<file path="config.mk">
export PLATFORM = sky130hd
export DESIGN_NAME = amf_operand_fetch
export DESIGN_NICKNAME = d
export VERILOG_FILES = /design/src/hdl/amf_pkg.sv /design/src/hdl/amf_operand_fetch.sv
export SDC_FILE = /design/constraint.sdc
export NUM_CORES = 1
export LEC_CHECK = 0
export BUFFER_PORTS_ARGS = -buffer_cell sky130_fd_sc_hd__buf_2
export CORE_UTILIZATION = 53
export CTS_CLUSTER_DIAMETER = 100
export CTS_CLUSTER_SIZE = 40
export DETAILED_ROUTE_END_ITERATION = 10
export PLACE_DENSITY = 0.78
export SLEW_MARGIN = 20
export SYNTH_ARGS = -nofsm -noshare
export SYNTH_HDL_FRONTEND = slang
export SYNTH_SLANG_ARGS = --single-unit
</file>
<file path="constraint.sdc">
create_clock -name i_clk -period 3.1 [get_ports i_clk]
set_input_delay 0.62 -clock i_clk [delete_from_list [all_inputs] [get_ports i_clk]]
set_output_delay 0.62 -clock i_clk [all_outputs]
set_load 0.01 [all_outputs]
</file>
<file path="src/hdl/amf_pkg.sv">
// amf_pkg: constants and types for the operand addressing unit
// assumes an 8-bit core with a 16-bit byte-wide memory bus
package amf_pkg;
    typedef enum logic [4:0] {
        AMF_INH      = 5'h00,
        AMF_IMM      = 5'h01,
        AMF_DIR_S    = 5'h02,
        AMF_DIR_L    = 5'h03,
        AMF_IDX_0    = 5'h04,
        AMF_IDX_S    = 5'h05,
        AMF_IDX_L    = 5'h06,
        AMF_IND_S    = 5'h07,
        AMF_IND_L    = 5'h08,
        AMF_INDX_S   = 5'h09,
        AMF_INDX_L   = 5'h0A,
        AMF_REL_D    = 5'h0B,
        AMF_REL_I    = 5'h0C,
        AMF_BIT_D    = 5'h0D,
        AMF_BIT_I    = 5'h0E,
        AMF_BITR_D   = 5'h0F,
        AMF_BITR_I   = 5'h10
    } amf_mode_t;

    typedef enum logic [3:0] {
        AMF_CL_INHERENT = 4'h0,
        AMF_CL_ALU      = 4'h1,
        AMF_CL_RMW      = 4'h2,
        AMF_CL_BIT      = 4'h3,
        AMF_CL_BRANCH   = 4'h4,
        AMF_CL_JUMP     = 4'h5
    } amf_class_t;

    // gray order along fetch path: idle, op1, op2, ptr hi, ptr lo, done
    typedef enum logic [2:0] {
        AMF_ST_IDLE = 3'b000,
        AMF_ST_OP1  = 3'b001,
        AMF_ST_OP2  = 3'b011,
        AMF_ST_PTR1 = 3'b010,
        AMF_ST_PTR2 = 3'b110,
        AMF_ST_DONE = 3'b111
    } amf_state_t;

    localparam logic [15:0] AMF_ADDR_RST = 16'h0000;
    localparam logic [7:0]  AMF_BYTE_RST = 8'h00;
    localparam logic [7:0]  AMF_PAGE0_HI = 8'h00;
    localparam logic [1:0]  AMF_LEN_ZERO = 2'h0;
endpackage

</file>
<file path="src/hdl/amf_operand_fetch.sv">
// amf_operand_fetch: operand byte fetch and effective address forming
// assumes a memory with one-cycle read data, valid when i_mem_rdy is high
`timescale 1ns/10ps

// How it works
// - inherent instructions fetch no operand byte at all
// - immediate fetches one byte and returns it as the operand value
// - short direct fetches one address byte, address in page zero
// - long direct fetches two address bytes, high byte first
// - indexed address is unsigned sum of index and offset
// - no-offset indexed fetches nothing; Y form adds one byte
// - short indexed adds byte offset to index, up to 1FE
// - long indexed adds word offset to index, full space
// - short indirect reads byte pointer from page zero
// - long indirect reads word pointer from page zero
// - indirect indexed adds index to pointer read from page zero
// - short form reaches 1FE, long form 64 Kbyte, one byte after opcode
// - relative target is next pc plus signed byte offset
// - long forms reach full space, short forms page zero or, when indexed, up to 1FE
// - read-modify-write class refuses long addressing forms
// - inherent class carries the register and control operations
// - immediate accepted only for alu class
// - alu class accepted in long and short memory forms
// - relative indirect reads offset from page zero
module amf_operand_fetch import amf_pkg::*; (
    input  wire logic        i_clk,
    input  wire logic        i_rstn,
    input  wire logic        i_ce,
    input  wire logic        i_start,
    input  wire amf_mode_t   i_mode,
    input  wire amf_class_t  i_class,
    input  wire logic        i_use_y,
    input  wire logic [2:0]  i_bit_sel,
    input  wire logic [7:0]  i_x,
    input  wire logic [7:0]  i_y,
    input  wire logic [15:0] i_pc,
    input  wire logic [7:0]  i_mem_rdata,
    input  wire logic        i_mem_rdy,
    output logic             o_busy,
    output logic             o_mem_req,
    output logic [15:0]      o_mem_addr,
    output logic             o_done,
    output logic             o_illegal,
    output logic [15:0]      o_ea,
    output logic [7:0]       o_imm,
    output logic             o_imm_valid,
    output logic [7:0]       o_bit_mask,
    output logic [1:0]       o_len
);
    amf_state_t  st_q, st_d;
    amf_mode_t   mode_q, mode_d;
    logic [15:0] pc_q, pc_d;
    logic [15:0] ea_q, ea_d;
    logic [15:0] tmp_q, tmp_d;
    logic [7:0]  imm_q, imm_d;
    logic [7:0]  idx_q, idx_d;
    logic [7:0]  mask_q, mask_d;
    logic [1:0]  len_q, len_d;
    logic        ill_q, ill_d;
    logic        immv_q, immv_d;
    logic        long_op, short_ok, two_op, is_ptr, is_idx;
    logic [7:0]  op_byte;

    // mode properties, decoded from the latched mode
    always_comb begin
        long_op = (mode_q == AMF_DIR_L) || (mode_q == AMF_IDX_L);
        two_op  = long_op;
        is_ptr  = (mode_q == AMF_IND_S) || (mode_q == AMF_IND_L) || (mode_q == AMF_INDX_S) ||
                  (mode_q == AMF_INDX_L) || (mode_q == AMF_REL_I) || (mode_q == AMF_BIT_I) ||
                  (mode_q == AMF_BITR_I);
        is_idx  = (mode_q == AMF_IDX_S) || (mode_q == AMF_IDX_L) ||
                  (mode_q == AMF_INDX_S) || (mode_q == AMF_INDX_L);
        op_byte = i_mem_rdata;
    end

    // class versus mode legality, judged at start
    always_comb begin
        short_ok = 1'b1;
        case (i_class)
            AMF_CL_INHERENT: short_ok = (i_mode == AMF_INH);
            AMF_CL_ALU:      short_ok = (i_mode != AMF_INH) && (i_mode < AMF_REL_D);
            AMF_CL_RMW:      short_ok = (i_mode == AMF_DIR_S) || (i_mode == AMF_IDX_0) ||
                                        (i_mode == AMF_IDX_S) || (i_mode == AMF_IND_S) ||
                                        (i_mode == AMF_INDX_S);
            AMF_CL_BIT:      short_ok = (i_mode >= AMF_BIT_D);
            AMF_CL_BRANCH:   short_ok = (i_mode == AMF_REL_D) || (i_mode == AMF_REL_I);
            AMF_CL_JUMP:     short_ok = (i_mode >= AMF_DIR_S) && (i_mode <= AMF_INDX_L);
            default:         short_ok = 1'b0;
        endcase
    end

    always_comb begin
        st_d   = st_q;
        mode_d = mode_q;
        pc_d   = pc_q;
        ea_d   = ea_q;
        tmp_d  = tmp_q;
        imm_d  = imm_q;
        idx_d  = idx_q;
        mask_d = mask_q;
        len_d  = len_q;
        ill_d  = ill_q;
        immv_d = immv_q;
        case (st_q)
            AMF_ST_IDLE: begin
                if (i_start) begin
                    mode_d = i_mode;
                    pc_d   = i_pc;
                    idx_d  = i_use_y ? i_y : i_x;
                    mask_d = 8'h01 << i_bit_sel;
                    ill_d  = !short_ok;
                    immv_d = 1'b0;
                    ea_d   = AMF_ADDR_RST;
                    // Y prefix costs one byte on every indexed and indirect form, AMF_IDX_0 through AMF_INDX_L
                    len_d  = (i_use_y && (i_mode >= AMF_IDX_0) && (i_mode <= AMF_INDX_L)) ? 2'd1 : AMF_LEN_ZERO;
                    if (!short_ok || i_mode == AMF_INH)
                        st_d = AMF_ST_DONE;
                    else if (i_mode == AMF_IDX_0) begin
                        ea_d = {AMF_PAGE0_HI, (i_use_y ? i_y : i_x)};
                        st_d = AMF_ST_DONE;
                    end else
                        st_d = AMF_ST_OP1;
                end
            end
            AMF_ST_OP1: begin
                if (i_mem_rdy) begin
                    pc_d  = pc_q + 16'h0001;
                    len_d = len_q + 2'd1;
                    case (mode_q)
                        AMF_IMM: begin
                            imm_d  = op_byte;
                            immv_d = 1'b1;
                            st_d   = AMF_ST_DONE;
                        end
                        AMF_DIR_S, AMF_BIT_D: begin
                            ea_d = {AMF_PAGE0_HI, op_byte};
                            st_d = AMF_ST_DONE;
                        end
                        AMF_BITR_D: begin
                            ea_d = {AMF_PAGE0_HI, op_byte};
                            st_d = AMF_ST_DONE;
                        end
                        AMF_IDX_S: begin
                            ea_d = {8'h00, op_byte} + {8'h00, idx_q};
                            st_d = AMF_ST_DONE;
                        end
                        AMF_REL_D: begin
                            // pc_q + 1 is the next instruction address
                            ea_d = (pc_q + 16'h0001) + {{8{op_byte[7]}}, op_byte};
                            st_d = AMF_ST_DONE;
                        end
                        default: begin
                            tmp_d = {AMF_PAGE0_HI, op_byte};
                            st_d  = two_op ? AMF_ST_OP2 : AMF_ST_PTR1;
                        end
                    endcase
                end
            end
            AMF_ST_OP2: begin
                if (i_mem_rdy) begin
                    pc_d  = pc_q + 16'h0001;
                    len_d = len_q + 2'd1;
                    if (is_idx)
                        ea_d = {tmp_q[7:0], op_byte} + {8'h00, idx_q};
                    else
                        ea_d = {tmp_q[7:0], op_byte};
                    st_d = AMF_ST_DONE;
                end
            end
            AMF_ST_PTR1: begin
                if (i_mem_rdy) begin
                    tmp_d = {AMF_PAGE0_HI, tmp_q[7:0] + 8'h01};
                    case (mode_q)
                        AMF_IND_L, AMF_INDX_L: begin
                            imm_d = op_byte;
                            st_d  = AMF_ST_PTR2;
                        end
                        AMF_INDX_S: begin
                            ea_d = {8'h00, op_byte} + {8'h00, idx_q};
                            st_d = AMF_ST_DONE;
                        end
                        AMF_REL_I: begin
                            ea_d = pc_q + {{8{op_byte[7]}}, op_byte};
                            st_d = AMF_ST_DONE;
                        end
                        default: begin
                            ea_d = {AMF_PAGE0_HI, op_byte};
                            st_d = AMF_ST_DONE;
                        end
                    endcase
                end
            end
            AMF_ST_PTR2: begin
                if (i_mem_rdy) begin
                    if (mode_q == AMF_INDX_L)
                        ea_d = {imm_q, op_byte} + {8'h00, idx_q};
                    else
                        ea_d = {imm_q, op_byte};
                    st_d = AMF_ST_DONE;
                end
            end
            AMF_ST_DONE: st_d = AMF_ST_IDLE;
            default:     st_d = AMF_ST_IDLE;
        endcase
    end

    always_ff @(posedge i_clk) begin
        if (!i_rstn) begin
            st_q   <= AMF_ST_IDLE;
            mode_q <= AMF_INH;
            pc_q   <= AMF_ADDR_RST;
            ea_q   <= AMF_ADDR_RST;
            tmp_q  <= AMF_ADDR_RST;
            imm_q  <= AMF_BYTE_RST;
            idx_q  <= AMF_BYTE_RST;
            mask_q <= AMF_BYTE_RST;
            len_q  <= AMF_LEN_ZERO;
            ill_q  <= 1'b0;
            immv_q <= 1'b0;
        end else if (i_ce) begin
            st_q   <= st_d;
            mode_q <= mode_d;
            pc_q   <= pc_d;
            ea_q   <= ea_d;
            tmp_q  <= tmp_d;
            imm_q  <= imm_d;
            idx_q  <= idx_d;
            mask_q <= mask_d;
            len_q  <= len_d;
            ill_q  <= ill_d;
            immv_q <= immv_d;
        end
    end

    // operand stream reads go to pc, pointer reads to page zero
    always_comb begin
        o_mem_req  = i_ce && ((st_q == AMF_ST_OP1) || (st_q == AMF_ST_OP2) ||
                              (st_q == AMF_ST_PTR1) || (st_q == AMF_ST_PTR2));
        o_mem_addr = (st_q == AMF_ST_PTR1 || st_q == AMF_ST_PTR2) ? tmp_q : pc_q;
        o_busy     = (st_q != AMF_ST_IDLE);
        o_done     = (st_q == AMF_ST_DONE);
    end

    assign o_illegal   = ill_q;
    assign o_ea        = ea_q;
    assign o_imm       = imm_q;
    assign o_imm_valid = immv_q;
    assign o_bit_mask  = mask_q;
    assign o_len       = len_q;
endmodule

</file>
==> impl_metrics.py <==
metrics = {
    "setup_path": {
        "critPathCaptureType": "flop",
        "endpoint": "o_ea[13]",
        "cp_slowest_cell": "dfxtp_4",
        "slowest_delay_ps": 390,
        "cp.arrival_ps": 3250,
        "r2r_start": "pc_q[1]",
        "critical_path_buf_inv_count": 1,
        "crit_chain": "nand3_2 -> nor4_4 -> and3_4 -> xor2_1 -> ha_1 -> and3_1 -> a221oi_2 -> nand3b_1 -> o21ai_2 -> buf_4 -> xnor2_1 -> a221oi_1 -> o21ai_0",
        "crit_path_start_kind": "flop",
        "reg2reg_depth": 13,
        "r2r-end": "o_ea[13]",
        "cp.depth": 13,
        "crit_path_max_fanout": 4,
        "r2r_slack_ps": 80,
        "cpLargestDelayFamily": "simple AND/OR/NAND/NOR gates",
        "criticalPathCategory": "reg -> reg",
        "crit_start": "pc_q[1]",
        "worstPathRequired_ps": 3330,
    },
    "route": {
        "drt_iter0_drc": 908,
        "routedWlPerCell_um": 18.3,
        "via_count": 7698,
        "ant_nets": 0,
        "wl_um": 22900,
        "drc": 0,
        "drt_pass1_iterations": 6,
        "routed_via_density": 6.12,
    },
    "clock_network": {
        "max-clock-path-buffers": 2,
        "clock_latency_ps": 350,
        "cts_buffers": 9,
        "cts_max_level": 3,
        "cts_tree": "yes",
        "hold_buffers": 0,
        "cts_root_buffer": "clkbuf_16",
        "cts.reportedPaths.clkPinSlew_ps": 60,
        "cts.sinks": 76,
    },
    "synth": {
        "synthXorXnorAreaFrac_pct": 8.10,
        "synthAdderAreaFrac_pct": 9.01,
        "synth_largest_area_cell": "dfxtp_1",
        "synth_compound_area_share_pct": 26.1,
        "synth_simple_gate_area_share_pct": 25.3,
        "synth.most_common_cell": "nand2_1",
        "yosysTopAreaCellShare_pct": 22.0,
        "synth_ff_type": "dfxtp_1",
        "synth_common_cells": "nand2_1 (114), a21oi_1 (89), nor2_1 (77)",
        "yosysUniqueCellTypes": 79,
        "synth_edf_count": 0,
        "ys_seq_area_share_pct": 22.0,
        "synth_top_family_by_area": "compound AO/OA/AOI/OAI gates",
        "synthesis.nets": 1028,
        "synthTopCellsByArea": "dfxtp_1 (22%), ha_1 (8.1%), a21oi_1 (6.4%), nand2_1 (6.2%), xnor2_1 (5.1%)",
        "muxShareOfSynthArea_pct": 4.63,
        "yosysWarnings": 0,
        "syn_inst": 922,
        "synth-seq-cells": 76,
        "avgSynthCellArea_um2": 7.50,
        "synth_area_um2": 6920,
        "synthArstFlopShare_pct": 0,
    },
    "floorplan": {
        "fp.dieH_um": 116,
        "initial_core_util_pct": 54.6,
        "rows": 41,
        "die_w_um": 116,
        "io_pins": 113,
        "fp.coreArea_um2": 12700,
        "die_area_um2": 13500,
    },
    "place": {
        "gp_congestion": 1.01,
        "hpwl_um": 17500,
        "post-place-ws_ps": -131,
        "numPortBuffers": 112,
    },
    "cells_and_area": {
        "fill_cells": 1094,
        "final_layout_size_suffix_gt1_share_pct": 24.1,
        "nets": 1188,
        "synthToLayoutAreaGrowth_pct": 22.6,
        "diodes": 0,
    },
    "power": {
        "p_sw_uw": 1640,
        "total_power_uw": 4030,
        "p_sw_share_pct": 40.7,
        "power_leakage_uw": 0.00375,
        "power.density_nw_per_um2": 475,
        "seq_power_share_pct": 29.4,
        "p_int_uw": 2390,
        "pwr-share-clk_pct": 24.4,
        "irDropWorstVdd_uv": 344,
        "comb_power_share_pct": 46.2,
    },
    "sta": {
        "hold_viol": 0,
        "hold_ws_ps": 457,
        "slew_violations": 0,
        "finalCritPeriodShare_pct": 97.5,
        "rsz0062_at_grt": "true",
        "setup_ws_ps": 78.7,
        "finalCriticalPeriod_ps": 3020,
        "setup_tns_ps": 0,
        "max_freq_mhz": 331,
        "setup-violations-final": 0,
        "fin_skew_ps": 8.26,
        "worst_pin_slew_ps": 662,
        "maxSlewHeadroom_pct": 55.8,
    },
    "run_status": {
        "outcome": "finished clean",
    },
    "global_routing": {
        "grt_pass1_vias": 6688,
        "antenna_found_initial": 0,
        "gr-usage-all-layers_pct": 34.7,
        "grt_max_degree": 40,
        "grt_first_pass_wirelength_um": 35700,
        "overflow": 0,
    },
    "worst_hold_path": {
        "hold_class": "reg -> reg",
    },
    "flow_run": {
        "cap_violations": 0,
    },
}
-- tightest hold or removal path, cell delays in order, from the launching register on --
cell and delay (ps):
dfxtp_1 300, nand2_1 50, a21oi_1 50
-- metrics by stage --
| step | cell area, um^2 | util (%) | cells |
|---|---|---|---|
| after floorplan | 6920 | - | 922 |
| after global placement | 8090 | 63.8 | 1238 |
| after detailed placement | 8090 | 63.8 | 1238 |
| after CTS | 8360 | 66.0 | 1252 |
| after global routing | 8480 | 66.9 | 1257 |
| final | 8480 | 66.9 | 1257 |
-- power groups by stage --
stage	registers, uW	clock network [uW]	logic, uW
global placement	1190	0	1750
finish	1180	984	1860
global route	1200	1030	2030
floorplan	1160	0	1200
detailed placement	1200	0	1770
CTS	1170	987	1790
-- cell families after synthesis --
group / count (synthesis)
AND/OR/NAND/NOR: 350
AO/OA/AOI/OAI: 276
buffers and inverters: 78
flip-flops: 76
XOR/XNOR: 64
adder cells (fa/ha/maj): 48
multiplexers: 30
-- sequential cells by signal, summed over array words and instances (netlist names) --
| name | flops |
|---|---|
| o_imm_valid | 1 |
| mode_q | 5 |
| pc_q | 16 |
| tmp_q | 8 |
| o_bit_mask | 8 |
| o_imm | 8 |
| o_ea | 16 |
| o_illegal | 1 |
| o_len | 2 |
| idx_q | 8 |
| st_q | 3 |
-- final cells by class --
cell class	count	area, um^2	share of cell area, %
clock inverter	2	12.5	0.148
multi-input combinational	768	5140	60.6
timing repair buffer	201	1240	14.6
inverter	26	97.6	1.15
clock buffer	12	246	2.91
sequential	76	1530	18.0
tap	172	215	2.54
-- layer usage --
metal / vias to the layer above / track usage (%) / wire length [um]
met5: - / 0 / 0
met4: 0 / 13.2 / 794
met3: 62 / 7.42 / 2000
met2: 365 / 52.8 / 10200
met1: 3611 / 47.8 / 9960
li1: 3660 / - / -
-- repair_timing --
item / CTS / global route
gates resized for setup: 5 / 21
setup endpoints to repair: 3 / 7
pin swaps: 0 / 13
buffers inserted: 0 / 5
-- worst min path at each step --
stage	startpoint	end	slack (ps)	cells after the start
floorplan	idx_q[0]	idx_q[0]	440	2
global placement	o_bit_mask[4]	o_bit_mask[4]	440	2
detailed placement	o_ea[6]	o_ea[6]	450	1
CTS	o_bit_mask[4]	o_bit_mask[4]	460	2
global route	o_bit_mask[4]	o_bit_mask[4]	480	2
finish	o_bit_mask[4]	o_bit_mask[4]	460	2
-- layout by cell type, fill, tap and decap left out, types with 7 or more instances in the layout --
cell / netlist / layout
or3_1: 7 / 7
clkbuf_16: 0 / 9
nand2b_1: 10 / 10
nor2_1: 77 / 77
a21o_1: 10 / 10
o211ai_1: 7 / 7
a21oi_1: 89 / 88
nor2b_1: 21 / 21
nand2_1: 114 / 114
buf_2: 13 / 112
xnor2_1: 40 / 38
nor4_1: 7 / 7
a21boi_0: 11 / 11
ha_1: 45 / 44
and2_1: 21 / 21
o22ai_1: 9 / 9
dfxtp_1: 76 / 73
o21ai_0: 55 / 51
buf_4: 1 / 87
a221o_1: 9 / 9
inv_1: 24 / 24
mux2_2: 16 / 16
mux2i_1: 14 / 14
xor2_1: 24 / 24
a211oi_1: 8 / 8
nand3_1: 18 / 17
a22oi_1: 18 / 18
nor3_1: 27 / 27
and3_1: 13 / 11
Note: power is estimated with default switching activity, not from simulation.
